**config.mk**
```make
export PLATFORM = sky130hd
export DESIGN_NAME = drive_status_parameter_bank
export DESIGN_NICKNAME = d
export VERILOG_FILES = /design/src/verilog/drive_pkg.sv /design/src/verilog/position_counter.sv /design/src/verilog/peak_torque_tracker.sv /design/src/verilog/drive_status_parameter_bank.sv
export VERILOG_INCLUDE_DIRS = /design/src /design/src/verilog
export SDC_FILE = /design/constraint.sdc
export NUM_CORES = 1
export LEC_CHECK = 0
export BUFFER_PORTS_ARGS = -buffer_cell sky130_fd_sc_hd__buf_2
export CORE_UTILIZATION = 50
export CTS_BUF_LIST = sky130_fd_sc_hd__clkbuf_4 sky130_fd_sc_hd__clkbuf_8
export CTS_CLUSTER_SIZE = 14
export DETAILED_ROUTE_END_ITERATION = 16
export PLACE_DENSITY_LB_ADDON = 0.2
export SLEW_MARGIN = 20
export SYNTH_ARGS = -nofsm -noshare
export SYNTH_HDL_FRONTEND = slang
export SYNTH_SLANG_ARGS = --single-unit
```
**constraint.sdc**
```tcl
create_clock -name mclk -period 4.9 [get_ports mclk]
set_clock_uncertainty 0.15 [all_clocks]
set_input_delay 1.47 -clock mclk [delete_from_list [all_inputs] [get_ports mclk]]
set_output_delay 1.47 -clock mclk [all_outputs]
set_load 0.01 [all_outputs]
```
**src/verilog/drive_defs.svh**
```systemverilog
// Purpose: constants of the drive status parameter bank
// Assumes: included by bare name from design files
// Notes: object address, parameter numbers, field positions, lengths
`ifndef DRIVE_DEFS_SVH
`define DRIVE_DEFS_SVH

// object address of the parameter table
`define DRV_CLASS 8'h64
`define DRV_INSTANCE 8'h01

// parameter numbers
`define PAR_STATUS_FLAGS 8'h08
`define PAR_SPEED 8'h09
`define PAR_POSITION 8'h0a
`define PAR_TORQUE 8'h0e
`define PAR_PEAK_TORQUE 8'h0f
`define PAR_LOGIC_SUPPLY 8'h10
`define PAR_MOTOR_SUPPLY 8'h11
`define PAR_TEMPERATURE 8'h12
`define PAR_SELECTOR 8'h13
`define PAR_MANUFACTURE 8'h14
`define PAR_SERIAL 8'h15

// status flag bit positions
`define STAT_RUNNING_BIT 6

// transfer lengths in bytes
`define LEN_READ16 3'h2
`define LEN_READ32 3'h4
`define LEN_WRITE16 3'h3
`define LEN_WRITE32 3'h5

// control byte that asks for a write to be ignored
`define CTRL_IGNORE 8'h00

// reset values
`define POSITION_RESET 32'h0000_0000
`define TORQUE_RESET 16'h0000
`define WORD_RESET 16'h0000

`endif

```
**src/verilog/drive_pkg.sv**
```systemverilog
// Purpose: types of the drive status parameter bank
// Assumes: numbers live in drive_defs.svh
// Notes: status flag struct is ordered bit 15 down to bit 0
package drive_pkg;

  typedef struct packed {
    logic neg_range_limit;
    logic pos_range_limit;
    logic motor_power_was_missing;
    logic bad_target_value;
    logic manual_displacement;
    logic blocked_position_error;
    logic general_error;
    logic against_loop_direction;
    logic temperature_exceeded;
    logic drive_running;
    logic run_aborted;
    logic motor_power_present;
    logic fwd_jog_key;
    logic rev_jog_key;
    logic drag_error;
    logic target_reached;
  } status_flags_t;

  typedef struct packed {
    logic write;
    logic [7:0] class_id;
    logic [7:0] instance_id;
    logic [7:0] param;
    logic [2:0] len;
    logic [7:0] ctrl;
    logic [31:0] value;
  } req_t;

  typedef enum logic [2:0] {
    RSP_OK = 3'b000,
    RSP_IGNORED = 3'b001,
    RSP_BAD_OBJECT = 3'b010,
    RSP_BAD_PARAM = 3'b011,
    RSP_READ_ONLY = 3'b100,
    RSP_NOT_STANDSTILL = 3'b101,
    RSP_BAD_LENGTH = 3'b110
  } rsp_code_t;

  typedef struct packed {
    rsp_code_t code;
    logic [2:0] len;
    logic [31:0] data;
  } rsp_t;

  typedef enum logic [1:0] {
    ST_IDLE = 2'b00,
    ST_EXEC = 2'b01,
    ST_ANSWER = 2'b10
  } bank_state_t;

endpackage

```
**src/verilog/position_counter.sv**
```systemverilog
// Purpose: present position accumulator with re-reference load
// Assumes: steps arrive as signed increments in position units
// Notes: a load takes precedence over a step in the same cycle
`timescale 1ns/1ps
`include "drive_defs.svh"

module position_counter
(
  // clock and reset
  input wire logic mclk,
  input wire logic sys_rst,
  input wire logic clk_en,
  // motion increments
  input wire logic step_valid,
  input wire logic signed [15:0] step,
  // re-reference
  input wire logic load,
  input wire logic [31:0] load_value,
  // result
  output logic [31:0] position
);

  logic [31:0] next_position;

  always_comb
  begin
    next_position = position;
    if (load)
    begin
      next_position = load_value;
    end
    else if (step_valid)
    begin
      next_position = position + {{16{step[15]}}, step};
    end
  end

  always_ff @(posedge mclk)
  begin
    if (sys_rst)
    begin
      position <= `POSITION_RESET;
    end
    else if (clk_en)
    begin
      position <= next_position;
    end
  end

endmodule

```
**src/verilog/peak_torque_tracker.sv**
```systemverilog
// Purpose: largest torque of the most recent run
// Assumes: phase inputs come from the motion controller
// Notes: cleared when a run starts, held after the run ends
`timescale 1ns/1ps
`include "drive_defs.svh"

module peak_torque_tracker
(
  // clock and reset
  input wire logic mclk,
  input wire logic sys_rst,
  input wire logic clk_en,
  // run phase
  input wire logic run_active,
  input wire logic start_phase,
  input wire logic brake_phase,
  // measurement
  input wire logic [15:0] torque,
  // result
  output logic [15:0] peak
);

  logic run_seen;
  logic next_run_seen;
  logic [15:0] next_peak;

  always_comb
  begin
    next_run_seen = run_active;
    next_peak = peak;
    if (run_active && !run_seen)
    begin
      next_peak = `TORQUE_RESET;
    end
    if (run_active && !start_phase && !brake_phase)
    begin
      // start-up and braking are excluded
      if (!run_seen || torque > peak)
      begin
        next_peak = (run_seen && torque <= peak) ? peak : torque;
      end
    end
  end

  always_ff @(posedge mclk)
  begin
    if (sys_rst)
    begin
      run_seen <= 1'b0;
      peak <= `TORQUE_RESET;
    end
    else if (clk_en)
    begin
      run_seen <= next_run_seen;
      peak <= next_peak;
    end
  end

endmodule

```
**src/verilog/drive_status_parameter_bank.sv**
```systemverilog
// Purpose: acyclic read/write parameter bank of a positioning drive
// Assumes: one request at a time, taken when req_ready is high
// Notes: answers two edges after the request edge
`timescale 1ns/1ps
`include "drive_defs.svh"

module drive_status_parameter_bank
#(
  parameter logic [15:0] MANUFACTURE_YYWW = 16'h0000,
  parameter logic [15:0] SERIAL_NUMBER = 16'h0000
)
(
  // clock and reset
  input wire logic mclk,
  input wire logic sys_rst,
  input wire logic clk_en,
  // acyclic request
  input wire logic req_valid,
  input wire drive_pkg::req_t req,
  output logic req_ready,
  // acyclic answer
  output logic rsp_valid,
  output drive_pkg::rsp_t rsp,
  // drive state
  input wire drive_pkg::status_flags_t status_flags,
  input wire logic signed [15:0] speed,
  input wire logic [15:0] torque,
  input wire logic [15:0] logic_supply,
  input wire logic [15:0] motor_supply,
  input wire logic signed [15:0] temperature,
  input wire logic [15:0] selector,
  // motion feedback
  input wire logic step_valid,
  input wire logic signed [15:0] step,
  input wire logic run_active,
  input wire logic start_phase,
  input wire logic brake_phase,
  // re-reference strobe toward the motion controller
  output logic reference_done
);

  // whether the parameter is four bytes wide
  function automatic logic is_wide(input logic [7:0] param);
    is_wide = (param == `PAR_POSITION);
  endfunction

  // length of a read answer
  function automatic logic [2:0] read_len(input logic [7:0] param);
    read_len = is_wide(param) ? `LEN_READ32 : `LEN_READ16;
  endfunction

  // length a write must carry, control byte included
  function automatic logic [2:0] write_len(input logic [7:0] param);
    write_len = is_wide(param) ? `LEN_WRITE32 : `LEN_WRITE16;
  endfunction

  function automatic logic is_known(input logic [7:0] param);
    case (param)
      `PAR_STATUS_FLAGS,
      `PAR_SPEED,
      `PAR_POSITION,
      `PAR_TORQUE,
      `PAR_PEAK_TORQUE,
      `PAR_LOGIC_SUPPLY,
      `PAR_MOTOR_SUPPLY,
      `PAR_TEMPERATURE,
      `PAR_SELECTOR,
      `PAR_MANUFACTURE,
      `PAR_SERIAL:
        is_known = 1'b1;
      default:
        is_known = 1'b0;
    endcase
  endfunction

  drive_pkg::bank_state_t state;
  drive_pkg::bank_state_t next_state;
  drive_pkg::req_t req_q;
  drive_pkg::req_t next_req_q;
  drive_pkg::rsp_t next_rsp;
  logic next_rsp_valid;
  logic next_req_ready;
  logic next_reference_done;
  logic load_position;
  logic [31:0] position;
  logic [15:0] peak_torque;
  logic [31:0] read_data;

  // outcome of the held request
  drive_pkg::rsp_code_t exec_code;
  logic exec_read;
  logic exec_load;

  position_counter u_position
  (
    .mclk(mclk),
    .sys_rst(sys_rst),
    .clk_en(clk_en),
    .step_valid(step_valid),
    .step(step),
    .load(load_position),
    .load_value(req_q.value),
    .position(position)
  );

  peak_torque_tracker u_peak
  (
    .mclk(mclk),
    .sys_rst(sys_rst),
    .clk_en(clk_en),
    .run_active(run_active),
    .start_phase(start_phase),
    .brake_phase(brake_phase),
    .torque(torque),
    .peak(peak_torque)
  );

  // read multiplexer, no side effects
  always_comb
  begin
    read_data = 32'h0000_0000;
    case (req_q.param)
      `PAR_STATUS_FLAGS:
      begin
        read_data = {16'h0000, status_flags};
      end
      `PAR_SPEED:
      begin
        read_data = {16'h0000, speed};
      end
      `PAR_POSITION:
      begin
        read_data = position;
      end
      `PAR_TORQUE:
      begin
        read_data = {16'h0000, torque};
      end
      `PAR_PEAK_TORQUE:
      begin
        read_data = {16'h0000, peak_torque};
      end
      `PAR_LOGIC_SUPPLY:
      begin
        read_data = {16'h0000, logic_supply};
      end
      `PAR_MOTOR_SUPPLY:
      begin
        read_data = {16'h0000, motor_supply};
      end
      `PAR_TEMPERATURE:
      begin
        read_data = {16'h0000, temperature};
      end
      `PAR_SELECTOR:
      begin
        read_data = {16'h0000, selector};
      end
      `PAR_MANUFACTURE:
      begin
        read_data = {16'h0000, MANUFACTURE_YYWW};
      end
      `PAR_SERIAL:
      begin
        read_data = {16'h0000, SERIAL_NUMBER};
      end
      default:
      begin
        read_data = 32'h0000_0000;
      end
    endcase
  end

  // outcome of the held request, in priority order
  always_comb
  begin
    exec_code = drive_pkg::RSP_OK;
    exec_read = 1'b0;
    exec_load = 1'b0;
    if (req_q.class_id != `DRV_CLASS || req_q.instance_id != `DRV_INSTANCE)
    begin
      exec_code = drive_pkg::RSP_BAD_OBJECT;
    end
    else if (!is_known(req_q.param))
    begin
      exec_code = drive_pkg::RSP_BAD_PARAM;
    end
    else if (!req_q.write)
    begin
      exec_read = 1'b1;
    end
    else if (req_q.len != write_len(req_q.param))
    begin
      exec_code = drive_pkg::RSP_BAD_LENGTH;
    end
    else if (req_q.ctrl == `CTRL_IGNORE)
    begin
      exec_code = drive_pkg::RSP_IGNORED;
    end
    else if (req_q.param != `PAR_POSITION)
    begin
      exec_code = drive_pkg::RSP_READ_ONLY;
    end
    else if (status_flags.drive_running)
    begin
      exec_code = drive_pkg::RSP_NOT_STANDSTILL;
    end
    else
    begin
      exec_load = 1'b1;
    end
  end

  // request sequencing
  always_comb
  begin
    next_state = state;
    next_req_q = req_q;
    next_rsp = rsp;
    next_rsp_valid = 1'b0;
    next_req_ready = req_ready;
    next_reference_done = 1'b0;
    load_position = 1'b0;
    case (state)
      drive_pkg::ST_IDLE:
      begin
        if (req_valid)
        begin
          next_req_q = req;
          next_req_ready = 1'b0;
          next_state = drive_pkg::ST_EXEC;
        end
      end
      drive_pkg::ST_EXEC:
      begin
        next_rsp.code = exec_code;
        next_rsp.data = exec_read ? read_data : 32'h0000_0000;
        next_rsp.len = exec_read ? read_len(req_q.param) : 3'h0;
        load_position = exec_load;
        next_reference_done = exec_load;
        next_rsp_valid = 1'b1;
        next_state = drive_pkg::ST_ANSWER;
      end
      drive_pkg::ST_ANSWER:
      begin
        next_req_ready = 1'b1;
        next_state = drive_pkg::ST_IDLE;
      end
      default:
      begin
        next_req_ready = 1'b1;
        next_state = drive_pkg::ST_IDLE;
      end
    endcase
  end

  always_ff @(posedge mclk)
  begin
    if (sys_rst)
    begin
      state <= drive_pkg::ST_IDLE;
      req_q <= '0;
      rsp <= '0;
      rsp_valid <= 1'b0;
      req_ready <= 1'b1;
      reference_done <= 1'b0;
    end
    else if (clk_en)
    begin
      state <= next_state;
      req_q <= next_req_q;
      rsp <= next_rsp;
      rsp_valid <= next_rsp_valid;
      req_ready <= next_req_ready;
      reference_done <= next_reference_done;
    end
  end

endmodule

```
==> results.md, run 1 <==
* CP startpoint kind: input port
* Via count at between 8,000 and 9,000
* Cts hold-fix bufs at 0
* Mapped Cells at about 1,100
* Post-synth top area share at 0.366
* Final period util at 0.786
* Max cap viols at 0
* Synth area leaders: dfxtp_1, nand2_1, ha_1
* CP Launch Point: step[0]
* Net Count, Synth at around 1,300
* Die Height at between 100 and 150 um
* Share of cells above drive strength 1 at 0.243
* Synth async-reset ratio at 0
* Status: completed
* # port buffers at 243
* Row Count at between 40 and 50
* Crit path DAT at between 4 and 5 ns
* Yosys warning total at 0
* P_sw at slightly below 900 uW
* Leakage power at 4.58 nW
* Worst setup path category: input port to register
* Finish-stage setup viols at 0
* CTS tree: done
* P&R area growth vs syn at 19.8%
* Power Internal at a little over 2 mW
* Flop2flop setup slack at about 1.8 ns
* Unrepaired setup endpoints after global routing: false
* Critical path capture point type: register
* # nets final at 1,546
* Area leader, netlist: dfxtp_1
* Clk pwr share at 0.332
* Gr ovfl total at 0
* R2r endpoint: u_position.position[18]
* Metal-1 WL at roughly 12,000 um
* Met2 routed WL at 12,400 um
* DP HPWL at approximately 20,000 um
* H-tree depth at 4
* Worst-path maximum fanout at 3
* Worst IR Drop VDD at 194 uV
* DRC at 0
* Synth Cell Area at about 0.0088 sq mm
* Post-Route Setup TNS at 0 ns
* Number of enable flip-flop cells after synthesis at 0
* Slew Viols, Final at 0
* IO Count at 245
* Mean Syn Cell Area at around 8 sq um
* Initial antenna violation count at 2
* Final Hold Vio Count at 0
* Fillers at approximately 1,600
* WL per Instance at around 17 um
* Critical Path RT at about 5.1 ns
* Slew headroom at 0.268
* Via density at 5.85
* Post-cts resize count at 0
* Sw frac at 0.305
* Routed Antenna Nets at 0
* GP Congestion at ~0.94
* Largest net degree at the start of global routing at 75
* PD cells at roughly 280 mW/mm^2
* Worst-path clk slew at roughly 0.09 ns
* Clock tree sinks at 160
* Die ar. at ~0.018 sq mm
* Worst-case clock buffer depth at 2
* Synth Register Bits at 160
* Sequential group share of total power at 0.480
* Post-synthesis sequential area ratio at 0.366
* Count leader, synth: nand2_1
* Die width at ~130 um
* Register area at 0.00320 sq mm
* Total power at a little under 3 mW
* Top FF cell, synth: dfxtp_1
* End point of the critical path: u_position.position[22]
* Tmin final at between 3 and 4 ns
* Top Metal Used: met4
* Root Buffer: clkbuf_8
* Worst-Margin Slew at 1.09 ns
* Worst hold path type: register to register
* Vias in the first global route at 8,223
* First-pass GRT wire length at between 40,000 and 50,000 um
* CTS buffer count at 17
* Initial core utilization at 0.510
* Routed WL at about 27,000 um
* Comb pwr share at 0.188
* Drt initial violations at approximately 680
* Post-CTS Repair Setup Buffers at 0
* Distinct cells, synth at 71
* Worst r2r src: req_q[32]
* Area occupied by multi-input gates at slightly above 0.005 sq mm
* Met3 routed WL at roughly 1900 um
* Commonest cells in the synthesized netlist: nand2_1, dfxtp_1, a21oi_1, nor2_1, clkbuf_1
* Tot GR Track Use at 0.296
* DR pass1 iterations at 7
* Worst r2r path cells at 8
* Fmax at approximately 260 MHz
* Worst-Skew Late Latency at about 0.47 ns
* Core area at 0.0172 sq mm
[metal layers]
metal,GRT usage,vias up
met2,0.484,343
met5,0,-
met4,0.125,0
met3,0.0620,53
li1,-,4416
met1,0.377,4165
[sequential cells by signal, indices dropped and copies added (netlist names), named ones only]
signal,cells
reference_done,1
req_q,68
req_ready,1
rsp,37
rsp_valid,1
state,2
u_peak.peak,16
u_peak.run_seen,1
u_position.position,32
[power groups by stage]
stage	Combinational [mW]	Clock, mW	Sequential (mW)
floorplan	0.365	0	1.41
global placement	0.533	0	1.42
detailed placement	0.538	0	1.42
CTS	0.543	0.981	1.39
global route	0.605	1.04	1.40
finish	0.547	0.966	1.39
[layout make-up]
class                   instances  share of cell area
diodes                          3            0.000715
clock buffers                  19              0.0243
clock inverters                13              0.0125
inverters                      27             0.00966
multi-input cells             831               0.495
flip-flops and latches        160               0.305
well taps                     225              0.0268
repair buffers                257               0.126
[stage by stage]
step                instance area, sq um   util  hold slack [ns]  setup WS (ns)  instances
floorplan                           8760      -            0.281           1.01       1086
global placement                   10100  0.588            0.286          0.674       1500
detailed placement                 10100  0.588            0.295          0.606       1500
CTS                                10500  0.610            0.308           1.08       1532
global route                       10500  0.611            0.323          0.803       1533
finish                             10500  0.611            0.304           1.05       1535
[worst max-delay path, stage by stage]
cell       delay, ns
buf_2           0.10
ha_1            0.23
fa_1            0.42
a21oi_1         0.29
o211a_1         0.23
o221ai_1        0.19
nand3_1         0.18
a21oi_1         0.11
a21boi_0        0.36
xor2_1          0.14
a2111oi_2       0.35
[worst min path at each step]
stage / cells after the start / slack (ns) / from / endpoint
finish: 2 / 0.30 / req_q[38] / req_q[38]
global route: 2 / 0.32 / req_q[30] / req_q[30]
CTS: 2 / 0.31 / req_q[34] / req_q[34]
detailed placement: 2 / 0.30 / req_q[34] / req_q[34]
global placement: 2 / 0.29 / rsp[35] / rsp[35]
floorplan: 2 / 0.28 / req_q[35] / req_q[35]
[logic make-up after synthesis]
kind of cell | share of synthesized area
AO/OA/AOI/OAI | 0.298
XOR/XNOR | 0.0200
adder cells (fa/ha/maj) | 0.0694
buffers and inverters | 0.0448
flip-flops | 0.366
multiplexers | 0.00229
other | 0.000428
AND/OR/NAND/NOR | 0.200
[layout by cell type (no fill, tap or decap), types with 11 or more instances in the layout]
cell type    n
nand2_1    195
buf_4       15
ha_1        47
dfxtp_1    160
a221oi_1    17
buf_2      242
nor2_1      82
xnor2_1     13
o21ai_0     24
a311oi_1    11
a31oi_1     11
clkbuf_8    18
a211oi_1    12
a22o_1      32
a222oi_1    17
a21oi_1    117
a22oi_1     52
nand3_1     26
inv_1       26
nor3_1      14
a21o_1      33
nand4_1     11
Note: power is estimated with default switching activity, not from simulation.
==> inputs of run 2 (changes only) <==
Settings changed: CORE_UTILIZATION 50 to 49.
Clock period 4.9 ns to 3.11 ns, I/O delays scaled along.
==> results.md, run 2 (synthesis results as in run 1) <==
* Worst-path maximum fanout at 3
* PD cells at approximately 420 mW/mm^2
* Core area at 0.0174 sq mm
* # nets final at 1,656
* Die Height at ~140 um
* CTS tree: done
* Initial core utilization at 0.505
* Via density at roughly 5.8
* Crit path DAT at between 3 and 4 ns
* CP startpoint kind: input port
* Sw frac at 0.323
* CTS buffer count at 17
* P&R area growth vs syn at 30.2%
* DRC at 0
* First-pass GRT wire length at approximately 45,000 um
* Cell Area, Placed at approximately 0.011 sq mm
* Post-cts resize count at 0
* Status: completed
* Drt initial violations at slightly above 600
* Initial antenna violation count at 1
* Cell family with most CP delay: compound AO/OA/AOI/OAI gates
* R2r endpoint: u_position.position[28]
* Clock tree sinks at 160
* Gr ovfl total at 0
* Root Buffer: clkbuf_8
* Worst-case clock buffer depth at 2
* Power Internal at about 3.2 mW
* Cts hold-fix bufs at 0
* Max cap viols at 0
* CP max-delay cell: o41ai_2
* CP Launch Point: step[0]
* Largest Register: req_q
* WL per Instance at ~18 um
* Commonest non-fill, non-tap cell in the layout: buf_2
* Leakage power at about 5.1 nW
* Clk pwr share at 0.321
* Cells along the critical path: buf_2, ha_1, fa_2, a21oi_2, o211a_1, o221ai_2, a31oi_2, o21a_2, o41ai_2, xnor2_1, a21oi_1
* Sequential group share of total power at 0.459
* Worst-Skew Late Latency at 0.48 ns
* Row Count at 48
* Slew headroom at 0.485
* Routed WL at 29,700 um
* Worst-path clk slew at approximately 0.1 ns
* # port buffers at 243
* Final period util at 0.952
* Fin area at around 0.011 sq mm
* Tot GR Track Use at 0.319
* DP HPWL at roughly 22,000 um
* IO Count at between 200 and 250
* Final Hold Vio Count at 0
* Worst-Margin Slew at between 0.7 and 0.8 ns
* Worst r2r path cells at 10
* DR pass1 iterations at 10
* H-tree depth at 4
* Worst setup path category: input port to register
* Worst IR Drop VDD at about 330 uV
* Routed Antenna Nets at 0
* Levels on crit path at 11
* Largest net degree at the start of global routing at between 40 and 50
* Buf+Inv Stages, Crit Path at 1
* Die ar. at ~0.018 sq mm
* GP Congestion at between 0.9 and 1
* End point of the critical path: u_position.position[28]
* Unrepaired setup endpoints after global routing: false
* Die width at 136 um
* Vias in the first global route at between 8,000 and 9,000
* Slew Viols, Final at 0
* CP peak stage delay at approximately 0.45 ns
* Worst hold path type: register to register
* Most frequent cells in the layout: buf_2, nand2_1, dfxtp_1
* Max FFs per register at 68
* Tmin final at 2.96 ns
* Finish-stage setup viols at 0
* Largest registers: req_q: 68 flops, rsp: 37 flops, u_position.position: 32 flops
* Critical path capture point type: register
* P_sw at around 1.5 mW
* Fmax at between 300 and 400 MHz
* Worst hold path stage count at 2
* Flop2flop setup slack at 0.26 ns
* Comb pwr share at 0.219
* Final Hold Slack at around 0.30 ns
* Critical Path RT at about 3.3 ns
* Share of cells above drive strength 1 at 0.308
* Via count at approximately 9,600
* Worst r2r src: u_position.position[0]
* Post-CTS Repair Setup Buffers at 0
run 2: cell count changes in the layout (fill, tap and decap cells not counted), sizes merged:
cell    before  now
buf        257  367
bufinv       1    0
clkbuf      19   17
clkinv       9    6
diode        3    2
inv         29   35
run 2: how the worst min path moves through the flow:
stage	endpoint	from	slack [ns]
2_1_floorplan	req_q[35]	req_q[35]	0.28
3_3_place_gp	req_q[35]	req_q[35]	0.29
3_5_place_dp	req_q[35]	req_q[35]	0.29
4_1_cts	req_q[35]	req_q[35]	0.30
5_1_grt	req_q[2]	req_q[2]	0.33
6_report	req_q[35]	req_q[35]	0.30
run 2: final cells by class:
cell class,instances,area (sq um)
Inverter,27,101
Multi-Input combinational cell,831,5270
Clock buffer,17,234
Sequential cell,160,3200
Tap cell,225,282
Fill cell,1556,5950
Clock inverter,15,163
Timing Repair Buffer,367,2150
Antenna cell,2,5.00
run 2: worst register-to-register path, stage by stage, from the launching register on:
cell and delay [ns]:
dfxtp_1 0.40, ha_1 0.22, fa_2 0.24, a21oi_2 0.08, o211a_1 0.28, o221ai_2 0.24, a31oi_2 0.15, o21a_2 0.27
o41ai_2 0.45, xnor2_1 0.18, a21oi_1 0.09
run 2: layer usage:
metal / share of wire / wire length, um / vias to the layer above / global-route usage
met5: 0.00030 / 9 / - / 0
met4: 0.030 / 901 / 2 / 0.132
met3: 0.072 / 2140 / 68 / 0.0636
met2: 0.47 / 14100 / 397 / 0.537
met1: 0.42 / 12600 / 4461 / 0.395
li1: - / - / 4631 / -
run 2: power by group through the flow:
stage               Combinational, mW  Sequential [mW]  Clock [mW]
finish                           1.05             2.20        1.54
global route                     1.16             2.21        1.65
CTS                              1.03             2.20        1.56
detailed placement               1.03             2.25           0
global placement                 1.01             2.25           0
floorplan                       0.584             2.22           0
run 2: through the flow:
stage          utilization  power (mW)  TNS, ns  setup WS [ns]  cells
6_report             0.657        4.79        0          0.150   1644
5_1_grt              0.657        5.02        0         0.0329   1642
4_1_cts              0.654        4.79        0         0.0751   1642
3_5_place_dp         0.632        3.27   -10.41         -0.396   1610
3_3_place_gp         0.632        3.26    -9.13         -0.344   1610
2_1_floorplan            -        2.80  -0.0710        -0.0374   1086
